**src/rtl/aux_phy_pkg.sv**
```systemverilog
// constants shared by the auxiliary negotiation status register files
`default_nettype none
package aux_phy_pkg;
   // management address of the auxiliary status register
   localparam logic [4:0] REG_ADDR = 5'h1e;
   // bit positions of aux_phy_negotiation_status
   localparam int BIT_100_FDX = 15;
   localparam int BIT_T4 = 14;
   localparam int BIT_100_HDX = 13;
   localparam int BIT_10_FDX = 12;
   localparam int BIT_10_HDX = 11;
   localparam int BIT_RESTART = 8;
   localparam int BIT_COMPLETE = 7;
   localparam int BIT_ACK_DONE = 6;
   localparam int BIT_FIRST_ACK = 5;
   localparam int BIT_ABILITY = 4;
   localparam int BIT_DETACH = 3;
   localparam logic [15:0] REG_RESET = 16'h0000;
   // highest_common_ability mode codes from the negotiation machine
   localparam logic [1:0] HCD_10_HDX = 2'h0;
   localparam logic [1:0] HCD_10_FDX = 2'h1;
   localparam logic [1:0] HCD_100_HDX = 2'h2;
   localparam logic [1:0] HCD_100_FDX = 2'h3;
   localparam int HCD_COUNT = 4;
   // management frame layout
   localparam logic [5:0] MDIO_PREAMBLE_LEN = 6'h20;
   localparam logic [4:0] MDIO_START_COUNT = 5'h01;
   localparam logic [4:0] MDIO_HDR_LAST = 5'h0d;
   localparam logic [4:0] MDIO_TA_LEN = 5'h02;
   localparam logic [4:0] MDIO_RD_LAST = 5'h10;
   localparam logic [4:0] MDIO_WR_LAST = 5'h11;
   localparam logic [1:0] MDIO_ST = 2'h1;
   localparam logic [1:0] MDIO_OP_RD = 2'h2;
   localparam logic [1:0] MDIO_OP_WR = 2'h1;
   // delay from negotiation start to ability detect
   localparam int CLK_PERIOD_NS = 4;
   localparam int ABILITY_WAIT_NS = 1000;
   localparam int ABILITY_WAIT_CYCLES =
      (ABILITY_WAIT_NS + CLK_PERIOD_NS - 1) / CLK_PERIOD_NS;
   localparam int TIMER_W = 8;
endpackage
`default_nettype wire

```
**src/rtl/hcd_result_latch.sv**
```systemverilog
// sticky highest-common-ability result flags
`timescale 1ns/1ps
`default_nettype none
module hcd_result_latch (
   // clock and reset
   input wire logic clk,
   input wire logic reset,
   // control
   input wire logic clear,
   input wire logic setValid,
   input wire logic [1:0] setMode,
   // flags, index is the mode code
   output logic [aux_phy_pkg::HCD_COUNT-1:0] flags
);
   genvar i;
   generate
      for (i = 0; i < aux_phy_pkg::HCD_COUNT; i++) begin : g_flag
         always_ff @(posedge clk) begin
            if (reset) begin
               flags[i] <= 1'b0;
            // set wins over clear
            end else if (setValid && setMode == 2'(i)) begin
               flags[i] <= 1'b1;
            end else if (clear) begin
               flags[i] <= 1'b0;
            end
         end
      end
   endgenerate
endmodule
`default_nettype wire

```
**src/rtl/mdio_frame_slave.sv**
```systemverilog
// management serial frame slave answering one register address
`timescale 1ns/1ps
`default_nettype none
module mdio_frame_slave (
   // clock and reset
   input wire logic clk,
   input wire logic reset,
   // management pins
   input wire logic mdc,
   input wire logic mdioIn,
   output logic mdioOut,
   output logic mdioOe,
   input wire logic [4:0] phyAddress,
   // register side
   input wire logic [15:0] readWord,
   output logic wrStrobe,
   output logic [15:0] wrData
);
   typedef enum logic [1:0] {
      MD_PREAMBLE = 2'b00,
      MD_HEADER = 2'b01,
      MD_READ = 2'b10,
      MD_WRITE = 2'b11
   } mdio_state_e;

   mdio_state_e state;
   logic mdcPrev;
   logic mdcRise;
   logic [5:0] onesCount;
   logic [13:0] header;
   logic [13:0] next_header;
   logic [4:0] bitCount;
   logic [15:0] shift;
   logic hit;

   assign mdcRise = mdc & ~mdcPrev;
   assign next_header = {header[12:0], mdioIn};
   assign hit = next_header[13:12] == aux_phy_pkg::MDIO_ST &&
                next_header[9:5] == phyAddress &&
                next_header[4:0] == aux_phy_pkg::REG_ADDR;

   always_ff @(posedge clk) begin
      if (reset) begin
         mdcPrev <= 1'b0;
      end else begin
         mdcPrev <= mdc;
      end
   end

   always_ff @(posedge clk) begin
      if (reset) begin
         state <= MD_PREAMBLE;
         onesCount <= 6'h00;
         header <= 14'h0000;
         bitCount <= 5'h00;
         shift <= 16'h0000;
         mdioOut <= 1'b0;
         mdioOe <= 1'b0;
         wrStrobe <= 1'b0;
         wrData <= 16'h0000;
      end else begin
         wrStrobe <= 1'b0;
         if (mdcRise) begin
            unique case (state)
               MD_PREAMBLE: begin
                  if (mdioIn) begin
                     if (onesCount != aux_phy_pkg::MDIO_PREAMBLE_LEN) begin
                        onesCount <= onesCount + 6'h01;
                     end
                  end else if (onesCount == aux_phy_pkg::MDIO_PREAMBLE_LEN)
                  begin
                     state <= MD_HEADER;
                     header <= 14'h0000;
                     bitCount <= aux_phy_pkg::MDIO_START_COUNT;
                     onesCount <= 6'h00;
                  end else begin
                     onesCount <= 6'h00;
                  end
               end
               MD_HEADER: begin
                  header <= next_header;
                  bitCount <= bitCount + 5'h01;
                  if (bitCount == aux_phy_pkg::MDIO_HDR_LAST) begin
                     bitCount <= 5'h00;
                     state <= MD_PREAMBLE;
                     if (hit && next_header[11:10] == aux_phy_pkg::MDIO_OP_RD)
                     begin
                        state <= MD_READ;
                        shift <= readWord;
                     end else if (hit &&
                        next_header[11:10] == aux_phy_pkg::MDIO_OP_WR) begin
                        state <= MD_WRITE;
                     end
                  end
               end
               MD_READ: begin
                  bitCount <= bitCount + 5'h01;
                  if (bitCount == 5'h00) begin
                     mdioOe <= 1'b1;
                     mdioOut <= 1'b0;
                  end else if (bitCount <= aux_phy_pkg::MDIO_RD_LAST) begin
                     mdioOut <= shift[15];
                     shift <= {shift[14:0], 1'b0};
                  end else begin
                     mdioOe <= 1'b0;
                     mdioOut <= 1'b0;
                     bitCount <= 5'h00;
                     state <= MD_PREAMBLE;
                  end
               end
               MD_WRITE: begin
                  bitCount <= bitCount + 5'h01;
                  if (bitCount >= aux_phy_pkg::MDIO_TA_LEN) begin
                     shift <= {shift[14:0], mdioIn};
                  end
                  if (bitCount == aux_phy_pkg::MDIO_WR_LAST) begin
                     wrStrobe <= 1'b1;
                     wrData <= {shift[14:0], mdioIn};
                     bitCount <= 5'h00;
                     state <= MD_PREAMBLE;
                  end
               end
            endcase
         end
      end
   end
endmodule
`default_nettype wire

```
**src/rtl/aux_phy_autoneg_status.sv**
```systemverilog
// auxiliary negotiation status and control register with its slave
`timescale 1ns/1ps
`default_nettype none
module aux_phy_autoneg_status (
   // clock and reset
   input wire logic clk,
   input wire logic reset,
   // management pins
   input wire logic mdc,
   input wire logic mdioIn,
   output logic mdioOut,
   output logic mdioOe,
   input wire logic [4:0] phyAddress,
   // companion register bits
   input wire logic anEnable,
   input wire logic basicCtrlRestart,
   input wire logic basicCtrlIsolate,
   input wire logic miscCfgIsolate,
   // negotiation machine events
   input wire logic anStarted,
   input wire logic anCompleteEvent,
   input wire logic linkFault,
   input wire logic firstAckRx,
   input wire logic ackDetectExit,
   input wire logic txDisable,
   input wire logic hcdValid,
   input wire logic [1:0] hcdMode,
   input wire logic parallelDetect,
   // partner pulses
   input wire logic flpBurstRx,
   input wire logic linkPulseRx,
   // to the negotiation machine and the other registers
   output logic anRestart,
   output logic anCompleteMirror,
   output logic abilityDetectMirror,
   output logic linkPassState,
   // media interface steering
   output logic miiInputIgnore,
   output logic miiDriveEnable,
   output logic linkPulseSuppress
);
   typedef enum logic [1:0] {
      ABL_IDLE = 2'b00,
      ABL_WAIT = 2'b01,
      ABL_DETECT = 2'b10,
      ABL_DONE = 2'b11
   } ability_state_e;

   localparam logic [aux_phy_pkg::TIMER_W-1:0] WAIT_LOAD =
      aux_phy_pkg::TIMER_W'(aux_phy_pkg::ABILITY_WAIT_CYCLES - 1);

   ability_state_e abilityState;
   logic [aux_phy_pkg::TIMER_W-1:0] waitTimer;
   logic wrStrobe;
   logic [15:0] wrData;
   logic [15:0] readWord;
   logic restartReq;
   logic restartPending;
   logic complete;
   logic ackDone;
   logic firstAck;
   logic detach;
   logic [aux_phy_pkg::HCD_COUNT-1:0] hcdFlags;
   logic hcdSet;

   // management frame slave for this address
   mdio_frame_slave u_slave (
      .clk(clk),
      .reset(reset),
      .mdc(mdc),
      .mdioIn(mdioIn),
      .mdioOut(mdioOut),
      .mdioOe(mdioOe),
      .phyAddress(phyAddress),
      .readWord(readWord),
      .wrStrobe(wrStrobe),
      .wrData(wrData)
   );

   // basic control restart shares the path
   assign restartReq = anEnable &&
      ((wrStrobe && wrData[aux_phy_pkg::BIT_RESTART]) || basicCtrlRestart);

   // forced-speed partners never set a flag
   // handshake results only
   assign hcdSet = hcdValid && !parallelDetect && anEnable;

   // two-bit mode code sets one flag
   hcd_result_latch u_hcd (
      .clk(clk),
      .reset(reset),
      .clear(restartReq),
      .setValid(hcdSet),
      .setMode(hcdMode),
      .flags(hcdFlags)
   );

   // restart request held until the machine starts
   // a restart in the start cycle wins
   always_ff @(posedge clk) begin
      if (reset) begin
         restartPending <= 1'b0;
      end else if (restartReq) begin
         restartPending <= 1'b1;
      end else if (anStarted) begin
         restartPending <= 1'b0;
      end
   end

   assign anRestart = restartPending;

   // completion flag
   always_ff @(posedge clk) begin
      if (reset) begin
         complete <= 1'b0;
      // completion sticks until restart, fault or disable
      end else if (anCompleteEvent && anEnable) begin
         complete <= 1'b1;
      end else if (restartReq || linkFault || !anEnable) begin
         complete <= 1'b0;
      end
   end

   // acknowledge-detect exit flag
   always_ff @(posedge clk) begin
      if (reset) begin
         ackDone <= 1'b0;
      end else if (ackDetectExit) begin
         ackDone <= 1'b1;
      end else if (restartReq) begin
         ackDone <= 1'b0;
      end
   end

   // first acknowledge flag
   always_ff @(posedge clk) begin
      if (reset) begin
         firstAck <= 1'b0;
      // first ack held until tx off or restart
      end else if (firstAckRx) begin
         firstAck <= 1'b1;
      end else if (txDisable || restartReq) begin
         firstAck <= 1'b0;
      end
   end

   // ability detect tracking
   always_ff @(posedge clk) begin
      if (reset) begin
         abilityState <= ABL_IDLE;
      end else if (!anEnable || restartReq) begin
         abilityState <= ABL_IDLE;
      end else begin
         unique case (abilityState)
            ABL_IDLE: begin
               if (anStarted) begin
                  abilityState <= ABL_WAIT;
               end
            end
            ABL_WAIT: begin
               if (waitTimer == '0) begin
                  abilityState <= ABL_DETECT;
               end
            end
            ABL_DETECT: begin
               if (flpBurstRx || linkPulseRx) begin
                  abilityState <= ABL_DONE;
               end
            end
            ABL_DONE: begin
               if (anStarted) begin
                  abilityState <= ABL_WAIT;
               end
            end
         endcase
      end
   end

   // fixed delay before ability detect
   always_ff @(posedge clk) begin
      if (reset) begin
         waitTimer <= '0;
      end else if (!anEnable || restartReq) begin
         waitTimer <= '0;
      // load the fixed delay on a start
      end else if (anStarted && (abilityState == ABL_IDLE ||
            abilityState == ABL_DONE)) begin
         waitTimer <= WAIT_LOAD;
      end else if (abilityState == ABL_WAIT && waitTimer != '0) begin
         waitTimer <= waitTimer - 1'b1;
      end
   end

   // detach control bit
   always_ff @(posedge clk) begin
      if (reset) begin
         detach <= aux_phy_pkg::REG_RESET[aux_phy_pkg::BIT_DETACH];
      end else if (wrStrobe) begin
         detach <= wrData[aux_phy_pkg::BIT_DETACH];
      end
   end

   // media steering
   always_ff @(posedge clk) begin
      if (reset) begin
         miiInputIgnore <= 1'b0;
         miiDriveEnable <= 1'b1;
         linkPulseSuppress <= 1'b0;
      end else begin
         // same as basic isolate plus misc config bit
         miiInputIgnore <= detach || basicCtrlIsolate;
         miiDriveEnable <= !(detach || basicCtrlIsolate);
         linkPulseSuppress <= detach || miscCfgIsolate;
      end
   end

   // completion mirror for the other status registers
   always_ff @(posedge clk) begin
      if (reset) begin
         anCompleteMirror <= 1'b0;
      end else begin
         anCompleteMirror <= complete && anEnable;
      end
   end

   // ability detect mirror
   always_ff @(posedge clk) begin
      if (reset) begin
         abilityDetectMirror <= 1'b0;
      end else begin
         abilityDetectMirror <= abilityState == ABL_DETECT;
      end
   end

   // link pass indication
   always_ff @(posedge clk) begin
      if (reset) begin
         linkPassState <= 1'b0;
      end else begin
         // link pass from bits 6 and 7
         linkPassState <= ackDone || (complete && anEnable);
      end
   end

   // register image served at its address
   always_comb begin
      readWord = 16'h0000;
      readWord[aux_phy_pkg::BIT_100_FDX] = hcdFlags[aux_phy_pkg::HCD_100_FDX];
      readWord[aux_phy_pkg::BIT_100_HDX] = hcdFlags[aux_phy_pkg::HCD_100_HDX];
      readWord[aux_phy_pkg::BIT_10_FDX] = hcdFlags[aux_phy_pkg::HCD_10_FDX];
      readWord[aux_phy_pkg::BIT_10_HDX] = hcdFlags[aux_phy_pkg::HCD_10_HDX];
      readWord[aux_phy_pkg::BIT_T4] = 1'b0;
      readWord[aux_phy_pkg::BIT_RESTART] = 1'b0;
      readWord[aux_phy_pkg::BIT_COMPLETE] = complete && anEnable;
      readWord[aux_phy_pkg::BIT_ACK_DONE] = ackDone;
      readWord[aux_phy_pkg::BIT_FIRST_ACK] = firstAck;
      readWord[aux_phy_pkg::BIT_ABILITY] = abilityState == ABL_DETECT;
      readWord[aux_phy_pkg::BIT_DETACH] = detach;
   end
endmodule
`default_nettype wire

```
**config.mk**
```make
export PLATFORM = sky130hd
export DESIGN_NAME = aux_phy_autoneg_status
export DESIGN_NICKNAME = d
export VERILOG_FILES = /design/src/rtl/aux_phy_pkg.sv /design/src/rtl/hcd_result_latch.sv /design/src/rtl/mdio_frame_slave.sv /design/src/rtl/aux_phy_autoneg_status.sv
export SDC_FILE = /design/constraint.sdc
export NUM_CORES = 1
export LEC_CHECK = 0
export BUFFER_PORTS_ARGS = -buffer_cell sky130_fd_sc_hd__buf_2
export CORE_MARGIN = 8
export CORE_UTILIZATION = 35
export CTS_BUF_LIST = sky130_fd_sc_hd__clkbuf_16
export CTS_CLUSTER_SIZE = 20
export DETAILED_ROUTE_END_ITERATION = 8
export PLACE_DENSITY_LB_ADDON = 0.08
export SLEW_MARGIN = 20
export SYNTH_ARGS = -nofsm -noshare
export SYNTH_HDL_FRONTEND = slang
export SYNTH_SLANG_ARGS = --single-unit
export TNS_END_PERCENT = 1
```
**constraint.sdc**
```tcl
create_clock -name clk -period 2.2 [get_ports clk]
set_clock_uncertainty 0.05 [all_clocks]
set_input_delay 0.44 -clock clk [delete_from_list [all_inputs] [get_ports clk]]
set_output_delay 0.44 -clock clk [all_outputs]
set_load 0.01 [all_outputs]
```
==> results of run 1 <==
## routing by layer
metal / global-route usage (%) / vias to the layer above
met3: 3.596 / 7
met1: 17.29 / 1365
met2: 18.34 / 43
li1: - / 1489
met5: 0 / -
met4: 3.889 / 0
## synthesized netlist by cell type, types with 3 or more instances
cell / n / area [um2]
dfxtp_1: 73 / 1461
nor2_1: 51 / 191.4
a21oi_1: 39 / 195.2
nand2_1: 21 / 78.83
a22oi_1: 16 / 120.1
inv_1: 15 / 56.30
nand3_1: 14 / 70.07
mux2i_1: 13 / 130.1
ha_1: 10 / 125.1
nor3_1: 10 / 50.05
o21ai_0: 10 / 50.05
xnor2_1: 10 / 87.58
nor2b_1: 9 / 56.30
a311oi_2: 8 / 120.1
clkbuf_1: 8 / 30.03
nand4_1: 7 / 43.79
a31oi_1: 6 / 37.54
buf_1: 5 / 18.77
nand2b_1: 5 / 31.28
a211oi_1: 4 / 30.03
a32oi_1: 4 / 35.03
buf_6: 4 / 45.04
nor3b_1: 4 / 30.03
xor2_1: 4 / 35.03
and3_1: 3 / 18.77
nand3b_1: 3 / 22.52
## registers in the layout, summed over array words and instances (netlist names), 4 cells and up
signal,flops
u_hcd.flags,4
u_slave.header,13
u_slave.shift,16
u_slave.bitCount,5
waitTimer,8
u_slave.onesCount,6
## layout make-up
| type | count | area share (%) |
|---|---|---|
| clock inverters | 7 | 0.9466 |
| flip-flops and latches | 73 | 35.66 |
| clock buffers | 9 | 5.496 |
| repair buffers | 49 | 7.267 |
| inverters | 15 | 1.374 |
| multi-input cells | 281 | 45.19 |
| well taps | 133 | 4.061 |
## placed cells by master, fill, tap and decap left out, types with 10 or more instances in the layout
cell / synthesis / routed
buf_4: 2 / 15
ha_1: 10 / 10
inv_1: 15 / 16
xnor2_1: 10 / 10
dfxtp_1: 73 / 73
nand2_1: 21 / 21
a22oi_1: 16 / 16
o21ai_0: 10 / 10
a21oi_1: 39 / 39
nor3_1: 10 / 10
mux2i_1: 13 / 13
nand3_1: 14 / 14
nor2_1: 51 / 51
buf_2: 0 / 33
## worst reg2reg max path, cell delays in order (launching register included)
cell       delay [ns]
dfxtp_1          0.55
nand4b_1         0.20
a21oi_1          0.30
nand3_1          0.30
a2111oi_0        0.44
nor3_1           0.07
## metrics by stage
| step | hold WS (ns) | util [%] | total power (W) | setup WS [ns] |
|---|---|---|---|---|
| floorplan | 0.3945 | - | 0.001474 | 0.1234 |
| global placement | 0.4087 | 39.25 | 0.001541 | 0.1280 |
| detailed placement | 0.4086 | 39.25 | 0.001542 | 0.1173 |
| CTS | 0.2652 | 41.96 | 0.002863 | 0.08267 |
| global route | 0.2595 | 42.12 | 0.002939 | 0.007151 |
| finish | 0.2708 | 42.12 | 0.002819 | 0.1726 |
## logic make-up (layout without fill, tap and decap cells)
kind of cell	after synthesis	after routing	synth area share, %
compound gates	99	99	20.65
xor+xnor	14	14	3.520
fa+ha+maj	10	10	3.592
buf+inv	35	80	4.885
flops	73	73	41.95
mux	14	14	4.059
simple gates	144	144	21.34
## final timing paths
kind / from / endpoint / slack [ns] / cells past startpoint
max reg2reg: u_slave.bitCount[3] / u_slave.shift[7] / 0.17 / 5
max: u_slave.bitCount[3] / u_slave.shift[7] / 0.17 / 5
min: miscCfgIsolate / linkPulseSuppress / 0.27 / 3
min reg2reg: u_slave.shift[1] / u_slave.shift[2] / 0.42 / 2
## timing repair
item                       CTS  global route
buffers inserted             0             2
gates resized for setup      0             0
setup endpoints to repair    0            13
## power breakdown
group	switching, W	total (W)	internal, W
clock network	0.000559	0.00131	0.000749
logic	0.0000904	0.000156	0.0000653
registers	0.0000134	0.00135	0.00134
==> impl_metrics.ini, run 1 <==
[drt]
ant_nets = 0
drt_pass1_iterations = 4
routed_wl_mm = 7.955
wl_per_cell_um = 14.03
viasPerCell = 5.122
drtIter0Drc = 168
route.met2.wl_mm = 3.356
highest_layer = met4
vias = 2904
drc = 0
wl_met1_mm = 4.205
met3_length_um = 306

[timing]
setup_viol = 0
grt_setup_unrepaired = false
finalCritPeriodShare_pct = 92.16
slew_violations = 0
tns_ns = 0
worst_pin_slew_ns = 0.6067
fmax_mhz = 493.2
period_needed_ns = 2.027
finalHoldViolCount = 0
max-slew-margin-rel_pct = 59.42

[outcome]
status = finished, final reports clean

[die]
rows = 36
die_area_um2 = 13400
core_area_um2 = 9729
num_io_pins = 34
die_x_um = 115.8
die_h_um = 115.8
start_util_pct = 35.80

[global_routing]
grt_max_degree = 25
grt_pass1_wl_mm = 13.50
antenna_found_initial = 0
grt_pass1_vias = 2741
overflow = 0
track_usage_pct = 12.55

[synthesis]
yosys_warnings = 0
syn_nets = 424
synthArstFlopShare_pct = 0
syn_inst = 389
synthesis.area_um2 = 3483
yosysSeqAreaShare_pct = 41.95
synth_seq_cells = 73
synth_cell_types = 51
avgSynthCellArea_um2 = 8.955
synth_edf_count = 0
synth_ff_type = dfxtp_1

[critical_path]
path_class = flip-flop to flip-flop
crit_path_top_delay_cell = dfxtp_1
max_stage_delay_ns = 0.55
worstPathCellList = nand4b_1 > a21oi_1 > nand3_1 > a2111oi_0 > nor3_1
critPathLaunchType = flip-flop
crit_buf_inv = 0
cp.arrival_ns = 2.18
critPathCaptureType = flip-flop
cp_top_family = compound AO/OA/AOI/OAI gates
worstPathRequired_ns = 2.35
path_max_fanout = 10

[placement]
placed_area_um2 = 3819
dp_hpwl_mm = 5.601
io_buffers = 33
place_inst = 549
globalplace.congestion = 0.7611

[clock_network]
htreeDepth = 3
clk_pin_slew_ns = 0.06
clock_latency_ns = 0.32
clock_path_buffers = 2
tritoncts = built
clock_sinks = 73
cts_buffers = 9
hold_buffers = 0
cts_root_buf = clkbuf_16

[power]
peakVddDrop_v = 0.0003722
pwr_density_cell_nw_per_um2 = 688.0
power_leakage_nw = 1.507

[cells_and_area]
area_growth_pct = 17.64
n_antenna_cell = 0
drive_above_1_share_pct = 17.74
nNetsFinal = 464
stdcell_count = 567
final_area_um2 = 4098
nFillCells = 1012
final-seq-area_um2 = 1461
multi_input_area_um2 = 1852

[flow_run]
cap_viol_max_count = 0

[worst_hold_path]
min_path_type = input pin to flip-flop
(Power assumes the default switching activity.)
==> run 2, diff against run 1 <==
CELL_PAD_IN_SITES_DETAIL_PLACEMENT = 1   (was default)
CELL_PAD_IN_SITES_GLOBAL_PLACEMENT = 2   (was default)
CORE_UTILIZATION = 33   (was 35)
GPL_ROUTABILITY_DRIVEN = 0   (was default)
==> run 2 against run 1 <==
Against the previous run:
- worst hold slack got worse by 0.015 ns
- clock power increased by 9%
- first-iteration DRC count decreased by 15%
- count of clock-buffer cells in the layout unchanged
- global-route usage increased by 0.59 points
- die area increased by 5.2%
- cell count increased by 0.88%
- combinational power about the same
- routed wire length increased by 12%
- final area increased by 1.0%
- critical path depth increased by 2
- sequential share of layout area decreased by 0.37 points
==> impl_metrics.ini, run 2 (synthesis results as in run 1) <==
[power]
p_seq_share_pct = 46.0
internal_power_w = 0.002275
power_switching_w = 0.0006706
pwr_density_cell_nw_per_um2 = 711.4
peakVddDrop_v = 0.0004196
swShare_pct = 22.77
combPwrFrac_pct = 5.4
clkPwrFrac_pct = 48.6
power_leakage_nw = 1.539

[global_routing]
track_usage_pct = 13.14
grt_pass1_vias = 3068
antenna_found_initial = 0
grt_max_degree = 25
grt_pass1_wl_mm = 15.39
overflow = 0

[cells_and_area]
stdcell_count = 572
nNetsFinal = 466
nFillCells = 1213
post-route-util_pct = 40.28
final_common_cell = dfxtp_1
n_antenna_cell = 0
area_growth_pct = 18.86
largest_register = u_slave.shift
final_cell_mix = dfxtp_1 (73), nor2_1 (51), a21oi_1 (39)
largest_reg_flops = 16
drive_above_1_share_pct = 18.35
reg.largest.list = u_slave.shift: 16 flops, u_slave.header: 13 flops, waitTimer: 8 flops

[drt]
ant_nets = 0
drt_pass1_iterations = 4
viasPerCell = 5.084
drtIter0Drc = 142
routed_wl_mm = 8.922
vias = 2908
drc = 0
wl_per_cell_um = 15.60

[critical_path]
path_max_fanout = 24
rr_endpoint = u_slave.shift[13]
crit_buf_inv = 1
worst-r2r-cell-count = 7
r2r_start = u_slave.bitCount[0]
worstPathCellList = inv_1 > ha_1 > or4b_4 > a21o_1 > and3_4 > a21oi_1 > a311oi_2
cp.arrival_ns = 2.19
r2r_slack_ns = 0.16
critPathLaunchType = flip-flop
cp_top_family = simple AND/OR/NAND/NOR gates
worstPathRequired_ns = 2.35
max_stage_delay_ns = 0.48
crit_path_top_delay_cell = or4b_4
critPathCaptureType = flip-flop
path_class = flip-flop to flip-flop
cp_num_cells = 7

[clock_network]
clock_path_buffers = 2
cts_buffers = 9
cts_setup_buffers = 0
clock_sinks = 73
hold_buffers = 0
cts_root_buf = clkbuf_16
cts_resized = 0
clock_latency_ns = 0.33
tritoncts = built
htreeDepth = 3
clk_pin_slew_ns = 0.06

[timing]
fmax_mhz = 489.3
setup_viol = 0
slew_violations = 0
worst_pin_slew_ns = 0.5215
grt_setup_unrepaired = false
finalCritPeriodShare_pct = 92.89
finalHoldViolCount = 0
max-slew-margin-rel_pct = 65.14
tns_ns = 0
period_needed_ns = 2.044

[die]
die_h_um = 118.7
core_area_um2 = 10280
die_x_um = 118.7
start_util_pct = 33.89
rows = 37
num_io_pins = 34
die_area_um2 = 14100

[placement]
io_buffers = 33
dp_hpwl_mm = 6.388
place_inst = 555

[outcome]
status = finished, final reports clean

[worst_hold_path]
min_path_type = input pin to flip-flop
hp-start = miscCfgIsolate
holdPathStages = 3
min_to = linkPulseSuppress

[flow_run]
cap_viol_max_count = 0
run 2: cell count changes in the layout (fill, tap and decap cells not counted), sizes merged:
cell,before,now
buf,49,51
bufinv,0,1
clkinv,4,2
clkinvlp,2,1
inv,16,18
run 2: worst max path at each step:
stage	from	endpoint
final	u_slave.bitCount[0]	u_slave.shift[13]
after detailed placement	u_slave.onesCount[0]	u_slave.header[0]
after floorplan	u_slave.bitCount[0]	u_slave.shift[15]
after global placement	u_slave.onesCount[0]	u_slave.header[6]
after global routing	u_slave.bitCount[0]	u_slave.shift[13]
after CTS	u_slave.onesCount[0]	u_slave.header[0]
run 2: final cells by class:
cell class | count | area [um2] | area share [%]
Timing Repair Buffer | 51 | 312.8 | 7.555
Inverter | 15 | 56.30 | 1.360
Clock inverter | 7 | 62.56 | 1.511
Tap cell | 136 | 170.2 | 4.110
Sequential cell | 73 | 1461 | 35.30
Multi-Input combinational cell | 281 | 1852 | 44.73
Clock buffer | 9 | 225.2 | 5.440
run 2: metal layers:
layer  vias up  routed length [um]  GRT usage (%)
li1       1485                   -              -
met1      1381                4527          16.97
met2        33                4028          20.66
met3         9                 259          3.808
met4         0                 106          4.111
met5         -                   0              0
run 2: power groups by stage:
stage | clock network, W | registers (W) | logic [W]
after global routing | 0.00153 | 0.00136 | 0.000182
after detailed placement | 0 | 0.00139 | 0.000162
after CTS | 0.00148 | 0.00136 | 0.000163
final | 0.00143 | 0.00136 | 0.000158
after global placement | 0 | 0.00138 | 0.000160
after floorplan | 0 | 0.00139 | 0.0000893
run 2: metrics by stage:
step | cell area, um2 | power, W | hold slack (ns) | worst slack, ns
2_1_floorplan | 3483 | 0.001474 | 0.3945 | 0.1234
3_3_place_gp | 3845 | 0.001544 | 0.4055 | 0.1351
3_5_place_dp | 3845 | 0.001548 | 0.4096 | 0.09112
4_1_cts | 4133 | 0.002998 | 0.2526 | 0.07304
5_1_grt | 4140 | 0.003070 | 0.2674 | 0.03528
6_report | 4140 | 0.002945 | 0.2553 | 0.1563
run 2: worst register-to-register path, stage by stage (launching register included):
cell	delay (ns)
dfxtp_1	0.35
inv_1	0.09
ha_1	0.17
or4b_4	0.48
a21o_1	0.21
and3_4	0.29
a21oi_1	0.22
a311oi_2	0.07
